$ cat src/logic/cin_defs.svh
// Offsets, field positions, reset values and timing counts of the common register group
`ifndef CIN_DEFS_SVH
`define CIN_DEFS_SVH

// ****************************************
// Register byte addresses
// ****************************************
`define CIN_ADDR_NET_FIRST     16'h0001
`define CIN_ADDR_GATEWAY       16'h0001
`define CIN_ADDR_SUBNET        16'h0005
`define CIN_ADDR_MAC           16'h0009
`define CIN_ADDR_LOCAL_IP      16'h000f
`define CIN_ADDR_DELAY         16'h0013
`define CIN_ADDR_NET_LAST      16'h0014
`define CIN_ADDR_FLAGS         16'h0015
`define CIN_ADDR_MASK          16'h0016
`define CIN_ADDR_SUMMARY       16'h0017
`define CIN_ADDR_SMASK         16'h0018
`define CIN_ADDR_RETRY_HI      16'h0019
`define CIN_ADDR_RETRY_LO      16'h001a
`define CIN_ADDR_ICMP_NO_PORT_FLAG_FIRST 16'h0028
`define CIN_ADDR_ICMP_NO_PORT_FLAG_LAST  16'h002d

// ****************************************
// Byte counts and field positions
// ****************************************
`define CIN_NET_BYTES          20
`define CIN_ICMP_NO_PORT_FLAG_BYTES      6
`define CIN_NUM_SOCKETS        8
`define CIN_FLAG_CLASH         7
`define CIN_FLAG_NO_PORT       6
`define CIN_FLAG_SESSION_CLOSE 5
`define CIN_FLAG_WAKE          4
`define CIN_FLAG_IMPL          8'hf0

// ****************************************
// Reset values
// ****************************************
`define CIN_BYTE_RESET         8'h00
`define CIN_RETRY_RESET        16'h07d0

// ****************************************
// Timing
// ****************************************
`define CIN_CLK_PERIOD_PS      4000
`define CIN_RETRY_UNIT_PS      100000000
`define CIN_RETRY_TICK_CYCLES  (`CIN_RETRY_UNIT_PS / `CIN_CLK_PERIOD_PS)
`define CIN_IAWT_STEP_CYCLES   4

`endif

$ cat src/logic/cin_pkg.sv
// Types shared by the common register group and its retry timers
package cin_pkg;
`include "cin_defs.svh"

   typedef enum logic [2:0] {
      CIN_PIN_IDLE = 3'b001,
      CIN_PIN_LOW  = 3'b010,
      CIN_PIN_HOLD = 3'b100
   } cin_pin_state_t;

   typedef struct packed {
      cin_pin_state_t                         pin_state;
      logic [15:0]                            cause;
      logic [17:0]                            hold_count;
      logic [15:0]                            tick_count;
      logic                                   tick;
      logic [`CIN_NET_BYTES-1:0][7:0]         net_bytes;
      logic [7:0]                             flags;
      logic [7:0]                             mask;
      logic [7:0]                             summary;
      logic [7:0]                             smask;
      logic [15:0]                            retry_period;
      logic [`CIN_ICMP_NO_PORT_FLAG_BYTES-1:0][7:0]     icmp_no_port_flag;
      logic [7:0]                             rdata;
      logic                                   rvalid;
   } cin_core_t;

   typedef struct packed {
      logic [15:0] remaining;
      logic        active;
      logic        expired;
   } cin_timer_t;

endpackage : cin_pkg

$ cat src/logic/cin_common_regs.sv
// Common network configuration registers and interrupt pin control
// What this block does
// - Gateway address, four bytes at 0x0001-0x0004, read/write, resets to zero.
// - Subnet mask, four bytes at 0x0005-0x0008, read/write, resets to zero.
// - Local hardware address, six bytes at 0x0009-0x000e, resets to zero.
// - Local IP address, four bytes at 0x000f-0x0012, resets to zero.
// - Nonzero delay holds the pin high (delay+1)*4 clocks before reasserting.
// - A new event while the pin is low only sets its flag.
// - Clearing the causing flag releases the pin even if others remain.
// - Common flag bits clear on writing one; writing zero keeps them.
// - Pin falls from idle when enabled common flags are pending.
// - ARP request with our own IP as sender sets flag bit 7.
// - ICMP port-unreachable sets flag bit 6.
// - Unreachable peer IP and port are captured into 0x0028-0x002d.
// - Session loss in PPPoE mode sets flag bit 5.
// - Magic packet with wake-on-LAN enabled sets bit 4; bits 3-0 reserved.
// - Wake-on-LAN enable comes in on wake_on_lan_enable_in and only gates the magic packet flag.
// - Common mask bits 7-4 gate the matching flags onto the pin.
// - Socket summary bit n is high while socket n has flags pending.
// - Pin falls from idle when enabled socket summary bits are pending.
// - Socket mask bits gate the matching summary bits onto the pin.
// - Retry period at 0x0019-0x001a in 100us units, resets to 0x07d0.
// - After a socket command packet, wait the retry period for a response.
`timescale 1ns/10ps
`include "cin_defs.svh"
module cin_common_regs
#(
   parameter int RETRY_TICK_CYCLES = `CIN_RETRY_TICK_CYCLES,
   parameter int NUM_SOCKETS       = `CIN_NUM_SOCKETS
)
(
   input  wire logic                   ref_clk_in,
   input  wire logic                   reset_in,
   input  wire logic [15:0]            reg_addr_in,
   input  wire logic                   reg_write_in,
   input  wire logic [7:0]             reg_wdata_in,
   input  wire logic                   reg_read_in,
   output logic [7:0]                  reg_rdata_out,
   output logic                        reg_rvalid_out,
   input  wire logic                   arp_request_in,
   input  wire logic [31:0]            arp_sender_ip_in,
   input  wire logic                   icmp_no_port_in,
   input  wire logic [31:0]            icmp_peer_ip_in,
   input  wire logic [15:0]            icmp_peer_port_in,
   input  wire logic                   session_closed_in,
   input  wire logic                   pppoe_mode_in,
   input  wire logic                   magic_packet_in,
   input  wire logic                   wake_on_lan_enable_in,
   input  wire logic [NUM_SOCKETS-1:0] socket_pending_in,
   input  wire logic [NUM_SOCKETS-1:0] retry_start_in,
   input  wire logic [NUM_SOCKETS-1:0] peer_response_in,
   output logic [NUM_SOCKETS-1:0]      retry_expired_out,
   output logic                        interrupt_out_n,
   output logic [31:0]                 gateway_ip_out,
   output logic [31:0]                 subnet_mask_out,
   output logic [47:0]                 local_mac_address_out,
   output logic [31:0]                 local_ip_address_out,
   output logic [15:0]                 retry_timeout_period_out
);
   import cin_pkg::*;

   cin_core_t   st;
   cin_core_t   next_st;
   logic [15:0] enabled;
   logic [15:0] int_reassert_delay;
   logic        release_now;

   // ****************************************
   // Address decoding
   // ****************************************
   function automatic logic in_range(input logic [15:0] a, input logic [15:0] lo, input logic [15:0] hi);
      in_range = (a >= lo) && (a <= hi);
   endfunction : in_range

   function automatic logic [7:0] read_byte(input logic [15:0] a, input cin_core_t s);
      logic [15:0] idx;
      idx       = 16'h0000;
      read_byte = 8'h00;
      if (in_range(a, `CIN_ADDR_NET_FIRST, `CIN_ADDR_NET_LAST))
      begin
         idx       = a - `CIN_ADDR_NET_FIRST;
         read_byte = s.net_bytes[idx[4:0]];
      end
      else if (in_range(a, `CIN_ADDR_ICMP_NO_PORT_FLAG_FIRST, `CIN_ADDR_ICMP_NO_PORT_FLAG_LAST))
      begin
         idx       = a - `CIN_ADDR_ICMP_NO_PORT_FLAG_FIRST;
         // Lowest address carries the most significant byte of the capture
         read_byte = s.icmp_no_port_flag[3'(`CIN_ICMP_NO_PORT_FLAG_BYTES - 1) - idx[2:0]];
      end
      else
      begin
         unique case (a)
            `CIN_ADDR_FLAGS:    read_byte = s.flags & `CIN_FLAG_IMPL;
            `CIN_ADDR_MASK:     read_byte = s.mask & `CIN_FLAG_IMPL;
            `CIN_ADDR_SUMMARY:  read_byte = s.summary;
            `CIN_ADDR_SMASK:    read_byte = s.smask;
            `CIN_ADDR_RETRY_HI: read_byte = s.retry_period[15:8];
            `CIN_ADDR_RETRY_LO: read_byte = s.retry_period[7:0];
            default:            read_byte = 8'h00;
         endcase
      end
   endfunction : read_byte

   // ****************************************
   // Field views, lowest address is most significant
   // ****************************************
   assign gateway_ip_out           = {st.net_bytes[0], st.net_bytes[1], st.net_bytes[2], st.net_bytes[3]};
   assign subnet_mask_out          = {st.net_bytes[4], st.net_bytes[5], st.net_bytes[6], st.net_bytes[7]};
   assign local_mac_address_out    = {st.net_bytes[8], st.net_bytes[9], st.net_bytes[10],
                                      st.net_bytes[11], st.net_bytes[12], st.net_bytes[13]};
   assign local_ip_address_out     = {st.net_bytes[14], st.net_bytes[15], st.net_bytes[16], st.net_bytes[17]};
   assign int_reassert_delay       = {st.net_bytes[18], st.net_bytes[19]};
   assign retry_timeout_period_out = st.retry_period;
   assign reg_rdata_out            = st.rdata;
   assign reg_rvalid_out           = st.rvalid;
   assign interrupt_out_n          = (st.pin_state != CIN_PIN_LOW);

   // Common flags above, socket summary below
   assign enabled     = {st.flags & st.mask & `CIN_FLAG_IMPL, st.summary & st.smask};
   assign release_now = (st.pin_state == CIN_PIN_LOW) && ((st.cause & enabled) == 16'h0000);

   // ****************************************
   // Next state
   // ****************************************
   always_comb
   begin
      logic [15:0] widx;
      logic [7:0]  set_bits;
      widx     = reg_addr_in - `CIN_ADDR_NET_FIRST;
      set_bits = 8'h00;
      next_st  = st;

      // Unit tick for the retry timers
      next_st.tick = 1'b0;
      if (st.tick_count == 16'(RETRY_TICK_CYCLES - 1))
      begin
         next_st.tick_count = 16'h0000;
         next_st.tick       = 1'b1;
      end
      else
      begin
         next_st.tick_count = st.tick_count + 16'h0001;
      end

      // Host register writes
      if (reg_write_in)
      begin
         if (in_range(reg_addr_in, `CIN_ADDR_NET_FIRST, `CIN_ADDR_NET_LAST))
         begin
            next_st.net_bytes[widx[4:0]] = reg_wdata_in;
         end
         else
         begin
            unique case (reg_addr_in)
               `CIN_ADDR_FLAGS:    next_st.flags = st.flags & ~reg_wdata_in;
               `CIN_ADDR_MASK:     next_st.mask  = reg_wdata_in & `CIN_FLAG_IMPL;
               `CIN_ADDR_SMASK:    next_st.smask = reg_wdata_in;
               `CIN_ADDR_RETRY_HI: next_st.retry_period[15:8] = reg_wdata_in;
               `CIN_ADDR_RETRY_LO: next_st.retry_period[7:0]  = reg_wdata_in;
               default:            next_st.flags = next_st.flags;
            endcase
         end
      end

      // Event flags; a set in the same cycle as a clear wins
      if (arp_request_in && (arp_sender_ip_in == local_ip_address_out))
         set_bits[`CIN_FLAG_CLASH] = 1'b1;
      if (icmp_no_port_in)
      begin
         set_bits[`CIN_FLAG_NO_PORT] = 1'b1;
         next_st.icmp_no_port_flag = {icmp_peer_ip_in, icmp_peer_port_in};
      end
      if (session_closed_in && pppoe_mode_in)
         set_bits[`CIN_FLAG_SESSION_CLOSE] = 1'b1;
      if (magic_packet_in && wake_on_lan_enable_in)
         set_bits[`CIN_FLAG_WAKE] = 1'b1;
      next_st.flags = (next_st.flags | set_bits) & `CIN_FLAG_IMPL;

      // Summary tracks the sockets' own flag registers
      next_st.summary = 8'(socket_pending_in);

      // Registered read answer
      next_st.rvalid = reg_read_in;
      if (reg_read_in)
         next_st.rdata = read_byte(reg_addr_in, st);

      // Interrupt pin sequencing
      unique case (st.pin_state)
         CIN_PIN_IDLE:
         begin
            if (enabled != 16'h0000)
            begin
               // Only what is pending now counts as the cause
               next_st.pin_state = CIN_PIN_LOW;
               next_st.cause     = enabled;
            end
         end
         CIN_PIN_LOW:
         begin
            // Late arrivals do not join the cause
            if (release_now)
            begin
               if (int_reassert_delay != 16'h0000)
               begin
                  next_st.pin_state  = CIN_PIN_HOLD;
                  next_st.hold_count = 18'((32'(int_reassert_delay) + 1) * `CIN_IAWT_STEP_CYCLES - 1);
               end
               else
               begin
                  next_st.pin_state = CIN_PIN_IDLE;
               end
            end
         end
         CIN_PIN_HOLD:
         begin
            if (st.hold_count == 18'h00000)
            begin
               next_st.pin_state = (enabled != 16'h0000) ? CIN_PIN_LOW : CIN_PIN_IDLE;
               next_st.cause     = enabled;
            end
            else
            begin
               next_st.hold_count = st.hold_count - 18'h00001;
            end
         end
         default:
         begin
            next_st.pin_state = CIN_PIN_IDLE;
         end
      endcase
   end

   always_ff @(posedge ref_clk_in)
   begin
      if (reset_in)
      begin
         st              <= '0;
         st.pin_state    <= CIN_PIN_IDLE;
         st.retry_period <= `CIN_RETRY_RESET;
      end
      else
      begin
         st <= next_st;
      end
   end

   // ****************************************
   // Per-socket retransmission waits
   // ****************************************
   genvar s;
   generate
      for (s = 0; s < NUM_SOCKETS; s = s + 1)
      begin : g_retry
         cin_retry_timer u_timer
         (
            .ref_clk_in   (ref_clk_in),
            .reset_in     (reset_in),
            .unit_tick_in (st.tick),
            .start_in     (retry_start_in[s]),
            .response_in  (peer_response_in[s]),
            .period_in    (st.retry_period),
            .expired_out  (retry_expired_out[s])
         );
      end
   endgenerate

   // ****************************************
   // Checks
   // ****************************************
   property p_flag_clear;
      @(posedge ref_clk_in) disable iff (reset_in)
      (reg_write_in && reg_addr_in == `CIN_ADDR_FLAGS && !arp_request_in && !icmp_no_port_in
       && !session_closed_in && !magic_packet_in)
      |=> ((st.flags & $past(reg_wdata_in)) == 8'h00) && ((st.flags | $past(reg_wdata_in)) == ($past(st.flags) | $past(reg_wdata_in)));
   endproperty
   a_flag_clear: assert property (p_flag_clear)
      else $error("flag write-one-to-clear misbehaved");

   property p_clash_wins;
      @(posedge ref_clk_in) disable iff (reset_in)
      (arp_request_in && arp_sender_ip_in == local_ip_address_out) |=> st.flags[`CIN_FLAG_CLASH];
   endproperty
   a_clash_wins: assert property (p_clash_wins)
      else $error("address clash flag not set");

   property p_icmp_no_port_flag_capture;
      @(posedge ref_clk_in) disable iff (reset_in)
      icmp_no_port_in |=> st.flags[`CIN_FLAG_NO_PORT] && st.icmp_no_port_flag == {$past(icmp_peer_ip_in), $past(icmp_peer_port_in)};
   endproperty
   a_icmp_no_port_flag_capture: assert property (p_icmp_no_port_flag_capture)
      else $error("unreachable peer not captured");

   property p_session_close;
      @(posedge ref_clk_in) disable iff (reset_in)
      (session_closed_in && pppoe_mode_in) |=> st.flags[`CIN_FLAG_SESSION_CLOSE];
   endproperty
   a_session_close: assert property (p_session_close)
      else $error("session close flag not set");

   property p_wake_packet;
      @(posedge ref_clk_in) disable iff (reset_in)
      (magic_packet_in && wake_on_lan_enable_in) |=> st.flags[`CIN_FLAG_WAKE] && st.flags[3:0] == 4'h0;
   endproperty
   a_wake_packet: assert property (p_wake_packet)
      else $error("wake packet flag not set or reserved bits set");

   property p_fall_needs_enabled;
      @(posedge ref_clk_in) disable iff (reset_in)
      $fell(interrupt_out_n) |-> $past(enabled) != 16'h0000;
   endproperty
   a_fall_needs_enabled: assert property (p_fall_needs_enabled)
      else $error("pin fell with nothing enabled pending");

   property p_zero_delay;
      @(posedge ref_clk_in) disable iff (reset_in)
      (st.pin_state == CIN_PIN_IDLE && enabled != 16'h0000) |=> !interrupt_out_n;
   endproperty
   a_zero_delay: assert property (p_zero_delay)
      else $error("pin did not fall with enabled flag pending");

   property p_hold_high;
      @(posedge ref_clk_in) disable iff (reset_in)
      (release_now && int_reassert_delay != 16'h0000) |=> interrupt_out_n [*8];
   endproperty
   a_hold_high: assert property (p_hold_high)
      else $error("pin reasserted before the wait expired");

   property p_stay_low;
      @(posedge ref_clk_in) disable iff (reset_in)
      (!interrupt_out_n && (st.cause & enabled) != 16'h0000) |=> !interrupt_out_n;
   endproperty
   a_stay_low: assert property (p_stay_low)
      else $error("pin released while cause still pending");

   property p_summary_follow;
      @(posedge ref_clk_in) disable iff (reset_in)
      !$past(reset_in) |-> st.summary == 8'($past(socket_pending_in));
   endproperty
   a_summary_follow: assert property (p_summary_follow)
      else $error("socket summary does not follow socket flags");

   property p_retry_reset;
      @(posedge ref_clk_in) disable iff (reset_in)
      $past(reset_in) |-> st.retry_period == `CIN_RETRY_RESET;
   endproperty
   a_retry_reset: assert property (p_retry_reset)
      else $error("retry period reset value wrong");

endmodule : cin_common_regs

$ cat src/logic/cin_retry_timer.sv
// Per-socket retransmission wait timer counted in retry-period units
`timescale 1ns/10ps
module cin_retry_timer
(
   input  wire logic        ref_clk_in,
   input  wire logic        reset_in,
   input  wire logic        unit_tick_in,
   input  wire logic        start_in,
   input  wire logic        response_in,
   input  wire logic [15:0] period_in,
   output logic             expired_out
);
   import cin_pkg::*;

   cin_timer_t st;
   cin_timer_t next_st;

   // ****************************************
   // Wait for the peer, then report expiry
   // ****************************************
   always_comb
   begin
      next_st         = st;
      next_st.expired = 1'b0;
      if (start_in)
      begin
         // Restart on every new packet sent
         next_st.active    = 1'b1;
         next_st.remaining = period_in;
      end
      else if (response_in)
      begin
         next_st.active = 1'b0;
      end
      else if (st.active && unit_tick_in)
      begin
         if (st.remaining <= 16'h0001)
         begin
            // Owner retransmits or times out on this pulse
            next_st.active  = 1'b0;
            next_st.expired = 1'b1;
         end
         else
         begin
            next_st.remaining = st.remaining - 16'h0001;
         end
      end
   end

   always_ff @(posedge ref_clk_in)
   begin
      if (reset_in)
         st <= '0;
      else
         st <= next_st;
   end

   assign expired_out = st.expired;

   property p_expire_needs_wait;
      @(posedge ref_clk_in) disable iff (reset_in)
      expired_out |-> $past(st.active) && !$past(start_in) && !$past(response_in);
   endproperty
   a_expire_needs_wait: assert property (p_expire_needs_wait)
      else $error("retry expiry without a running wait");

endmodule : cin_retry_timer

$ cat config.mk
export PLATFORM = sky130hd
export DESIGN_NAME = cin_common_regs
export DESIGN_NICKNAME = d
export VERILOG_FILES = /design/src/logic/cin_pkg.sv /design/src/logic/cin_common_regs.sv /design/src/logic/cin_retry_timer.sv
export VERILOG_INCLUDE_DIRS = /design/src /design/src/logic
export SDC_FILE = /design/constraint.sdc
export NUM_CORES = 1
export LEC_CHECK = 0
export ABC_AREA = 1
export BUFFER_PORTS_ARGS = -buffer_cell sky130_fd_sc_hd__buf_2
export CAP_MARGIN = 20
export CORE_UTILIZATION = 55
export CTS_BUF_LIST = sky130_fd_sc_hd__clkbuf_2 sky130_fd_sc_hd__clkbuf_4 sky130_fd_sc_hd__clkbuf_8
export DETAILED_ROUTE_END_ITERATION = 10
export HOLD_SLACK_MARGIN = 0.1
export PLACE_DENSITY = 0.76
export SLEW_MARGIN = 20
export SYNTH_ARGS = -nofsm -noshare
export SYNTH_HDL_FRONTEND = slang
export SYNTH_HIERARCHICAL = 1
export SYNTH_SLANG_ARGS = --single-unit
$ cat constraint.sdc
create_clock -name ref_clk_in -period 6.1 [get_ports ref_clk_in]
set_clock_uncertainty 0.2 [all_clocks]
set_input_delay 0.305 -clock ref_clk_in [delete_from_list [all_inputs] [get_ports ref_clk_in]]
set_output_delay 0.305 -clock ref_clk_in [all_outputs]
set_load 0.02 [all_outputs]
Word-level counts from Yosys, hierarchy flattened. Cells that the tools add are included.

$add $sub $neg: 15. Multipliers: 0. Bitwise gates (word level): 15. Divide/modulo/power cells: 0. Muxes and demuxes: 79. Eq/ne operators: 33. Reductions and logical operators: 78. Magnitude comparators: 15. Shifts and indexed selects: 0.

Operators by type and width (count): 16-bit 2-to-1 mux (17); 18-bit 2-to-1 mux (11); 176-bit 2-to-1 mux (1); 160-bit bitwise mux (1); 160-bit 2-to-1 mux (1); 17-bit 2-to-1 mux (8); 16-bit by 1-bit <= comparator with 1-bit output, second input constant (8); 16-bit by 1-bit subtractor with 16-bit output, second input constant (8); 16-bit by 5-bit == test with 1-bit output, second input constant (6); 8-bit 2-to-1 mux (7); 8-bit case mux with 6 select lines (1); 3-bit nonzero test (16); 3-bit AND reduction (14); 8-bit binary-select mux with 5-bit select (1); 8-bit demux with 5-bit select (1); 2-bit inequality test, second input constant (20); 19-bit 2-to-1 mux (2); 18-bit case mux with 2 select lines (1); 18-bit by 1-bit subtractor with 18-bit output, second input constant (2); 16-bit by 1-bit adder with 16-bit output, second input constant (2); 32-bit == test (1); 16-bit case mux with 2 select lines (1); 16-bit nonzero test (2); 4-bit OR reduction (8); other kinds (33) (95).

Memories: 0. Bits in writable memories: 0. Bits in latches: 0. Output and inout bits: 178. Flip-flop bits (word level): 459. Word-level logic and storage cells: 299. ROM bits: 0.

Logic depth before layout (Yosys ltp).
Depth after elaboration: 9. Mapped depth: 16.

Hierarchy. The synthesis kept the hierarchy.

By module, submodules not included: cin_common_regs (area each 16678.5 um2, sequential area each 6145.9 um2, times used 1, cells each 2479); cin_retry_timer at g_retry[0].u_timer ... (area each 1370.1 um2, sequential area each 360.3 um2, times used 5, cells each 235); cin_retry_timer at g_retry[5].u_timer ... (area each 1297.5 um2, sequential area each 360.3 um2, times used 3, cells each 227).

Worst setup path before layout. No wires, ideal clock.

Kind: input to register. Start point: input port reg_addr_in[0]. End point: register st, in the netlist local_ip_address_out[5]. Library setup time: 119 ps. Slack: 3388 ps. Data arrival time: 2393 ps. Stages: 13. Required time: 5781 ps. Cells stage by stage: clkinv_1 > clkbuf_1 > clkbuf_1 > ha_1 > nor2_1 > nor2_2 > nand3_2 > inv_2 > buf_2 > nand2_2 > buf_2 > o21ai_0 > a21oi_1.

Cells in the longest elaborated chain, start to end: 6. Elaborated cells on any way between the ends: 11.

Ends and longest elaborated chain: start, declared (line cin_common_regs.sv:34) `input wire logic [15:0] reg_addr_in,`; 5-bit by 1-bit subtractor with 5-bit output (no line); 5-bit by 6-bit less-than comparator with 1-bit output (implied by the code) or 5-bit by 1-bit >= comparator with 1-bit output (tied branches) (line cin_common_regs.sv:150) `next_st.net_bytes[widx[4:0]] = reg_wdata_in;`; 1-bit logical AND (implied by the code) (line cin_common_regs.sv:150); 8-bit 2-to-1 mux (implied by the code) (line cin_common_regs.sv:150); 8-bit demux with 5-bit select (line cin_common_regs.sv:150); 160-bit bitwise mux (line cin_common_regs.sv:150); end signal, assigned (line cin_common_regs.sv:243) `st <= next_st;`; end, declared (line cin_common_regs.sv:62) `cin_core_t st;`.

Parallel ways exist; a longest one is shown, timed or not. A chain may end at the register's enable or synchronous reset.

Worst setup path in the final report.
Start point: input port reg_addr_in[4]. End point: register st, in the netlist local_ip_address_out[9].

The elaborated chain is that of the path after synthesis.

==> run summary <==
power share of the clock group: 43.9%
fraction of layout cells with a size suffix above 1: 13.84%
Max Cap Violations: 0
largest family of logic cells by synthesized area: simple AND/OR/NAND/NOR gates
Worst EP required: 6470 ps
Synth-to-Final Area Change: 13.21%
simple-gate portion of the synthesized area: 32.34%
Hold WC Path Type: primary input to register
XOR/XNOR Fraction of Synth Area: 0.9901%
RD Place Congestion: 0.9518
Post-synth EDFFs: 0
Post-synth ARST share: 0%
CP max FO: 22
Critical-path top delay cell: nor2_2
remaining global-route overflow: 0
Post-CTS Resized: 0
dpl hpwl: 60610 um
switching power of the nets: 0.001999 W
most frequent cells after synthesis: nand2_1 (1018), nor2_1 (525), a21oi_1 (452)
largest net degree at the start of global routing: 107
WL per Instance: 17.42 um
post-synth design cell area: 27420 sq um
routed vias/inst: 5.545
initial antenna violation count: 3
combinational share of power: 12.7%
final worst-path cycle share: 56.90%
crit path kind: primary input to register
top cell type's share of synthesized area: 32.93%
Synth Area in Compound Gates: 18.81%
Switching Share: 28.06%
nets@finish: 4703
Crit path buffers/inverters: 4
Die X: 225.3 um
setup repair bufs after CTS: 0
min Tclk post-route: 3471 ps
syn nets: 4501
num rows: 81
clk_lat worst skew: 720 ps
vias: 29170
Util after Layout: 63.29%
die height: 225.3 um
total routed wirelength: 91670 um
Startpoint Class: primary input
Cells after Synth: 4335
GRT Total Usage: 35.33%
CTS max path bufs: 3
Synth area leaders: dfxtp_1 (33%), nand2_1 (14%), a21oi_1 (8.2%), o21ai_0 (8.0%), nor2_1 (7.2%)
RSZ-0062 raised after global routing: false
clock buffer count from CTS: 79
first-pass GRT wire length: 141800 um
sequential share of power: 43.4%
Die ar.: 50750 sq um
Core ar.: 49050 sq um
# fillers: 4629
Synth area leader: dfxtp_1
chain of cells forming the critical path: dlygate4sd3_1 > buf_2 > nand2_1 > o21ai_1 > o21ai_2 > inv_2 > nand2_4 > nor2_2 > buf_4 > nand2_1 > o21ai_0 > a21oi_1
Pwr Total: 0.007123 W
H-tree depth: 3
crit path capture type: register
Hold-fix buffers, CTS: 143
Residual DRC: 0
Ports: 316
synth unique cells: 46
critical path arrival: 3840 ps
Top FF cell, synth: dfxtp_1
multiplexer share of the synthesized area: 0%
slew margin rel.: 31.16%
Clock Sinks: 451
Non-Filler Cell Area, Final: 31040 sq um
Cell Int Power: 0.005124 W
sequential area share after synthesis: 32.93%
outcome: finished clean
Root Buffer: clkbuf_8
Lkg Pwr: 14.32 nW
Antenna Nets Post-Route: 0
vias in the first global route: 26260
starting density of the core: 55.90%
Worst VDD drop: 0.0001768 V
DRT Pass-1 Iters: 6
CTS tree: built
final hold slack: 136.6 ps
I/O Buffers: 315
DP Area: 27820 sq um
Final setup viols: 0
Setup TNS: 0 ps
Yosys reg bits: 451
Max Freq: 288.1 MHz
most numerous cell on the critical path: nand2_1
Adder-Cell Fraction of Synth Area: 1.278%
worst-margin pin slew: 1031 ps
Clock Pin Slew Worst Setup and Hold Paths: 70 ps
Mean Syn Cell Area: 6.326 sq um
Ys Warns: 6
CP peak stage delay: 790 ps
Max Slew Vio Count: 0
critical path's top delay family: buffers and inverters
Iter 0 DRT Violations: 2816
power per cell area: 229.4 nW/um^2
Fin. Hold Viols: 0
most frequent cell after synthesis: nand2_1
metrics by stage:
stage                     std cells  worst slack [ps]
after floorplan                4335              3388
after global placement         4976              2368
after detailed placement       4976              2293
after CTS                      5258              2819
after global routing           5261              2538
final                          5261              2629
worst paths after layout:
path | from | slack (ps) | endpoint | cells after the start
worst max-delay path | reg_addr_in[4] | 2630 | local_ip_address_out[9]$_SDFFE_PP0P_ | 12
worst min-delay path | icmp_no_port_in | 140 | st[15]$_SDFFE_PP0P_ | 3
worst max register to register | local_ip_address_out[20]$_SDFFE_PP0P_ | 2990 | st[104]$_SDFF_PP0_ | 8
worst min register to register | st[266]$_SDFF_PP0_ | 250 | st[266]$_SDFF_PP0_ | 1
final cells by class:
cell class	instances	area (sq um)	area share, %
multi-input cells	3101	14650	47.20
flip-flops and latches	451	9029	29.08
repair buffers	472	3142	10.12
inverters	432	1627	5.239
clock buffers	116	1478	4.760
well taps	664	830.8	2.676
clock inverters	23	282.8	0.9108
diodes	2	5.005	0.01612
worst register-to-register path, cell delays in order (launching register included):
cell and delay [ps]:
dfxtp_1 410, xnor2_1 150, nand3_1 80, dlygate4sd3_1 570, nor2_1 120, dlygate4sd3_1 560
nand3_1 140, dlygate4sd3_1 660, a21oi_1 140
kinds of logic (layout without fill, tap and decap cells):
logic type               after synthesis  in the layout
adder cells (fa/ha/maj)               28             28
AO/OA/AOI/OAI                        980            980
other                                  0              2
buffers and inverters                783           1043
flip-flops                           451            451
XOR/XNOR                              31             31
AND/OR/NAND/NOR                     2062           2062
per-layer routing:
metal	routed length, um	vias up	global-route usage (%)	part of all wire [%]
met5	0	-	0	0
met4	4902	0	18.78	5.3
met3	9419	327	8.657	10
met2	40530	1412	55.63	44
met1	36820	13150	44.49	40
li1	-	14280	-	-
power groups by stage:
stage | clock network, W | logic, W | registers [W]
3_5_place_dp | 0 | 0.000794 | 0.00315
5_1_grt | 0.00329 | 0.00100 | 0.00310
4_1_cts | 0.00315 | 0.000874 | 0.00309
6_report | 0.00313 | 0.000903 | 0.00309
3_3_place_gp | 0 | 0.000782 | 0.00315
2_1_floorplan | 0 | 0.000602 | 0.00313
sequential cells by signal (all words and copies together), names as in the netlist:
signal,count
gateway_ip_out,32
reg_rdata_out,8
g_retry.u_timer/st,136
subnet_mask_out,32
retry_timeout_period_out,16
reg_rvalid_out,1
local_ip_address_out,32
g_retry.u_timer/expired_out,8
st,122
local_mac_address_out,48
int_reassert_delay,16
placed cells by master (no fill, tap or decap), types with 16 or more instances in the layout:
master         Yosys  routed
nand2_1         1018    1018
nor2_1           525     524
a21oi_1          452     452
dfxtp_1          451     451
o21ai_0          437     437
inv_1            412     412
buf_2             34     313
nand3_1          274     274
dlygate4sd3_1      0     143
clkbuf_8           0      97
nand4_1           57      57
nor2_2            53      54
nand2_2           39      39
nor3_1            33      33
ha_1              28      28
o21bai_1          21      21
clkbuf_4           0      19
inv_2             17      18
xnor2_1           17      17
o21ai_1           16      16
No activity file was read; power rests on OpenSTA's default activity.
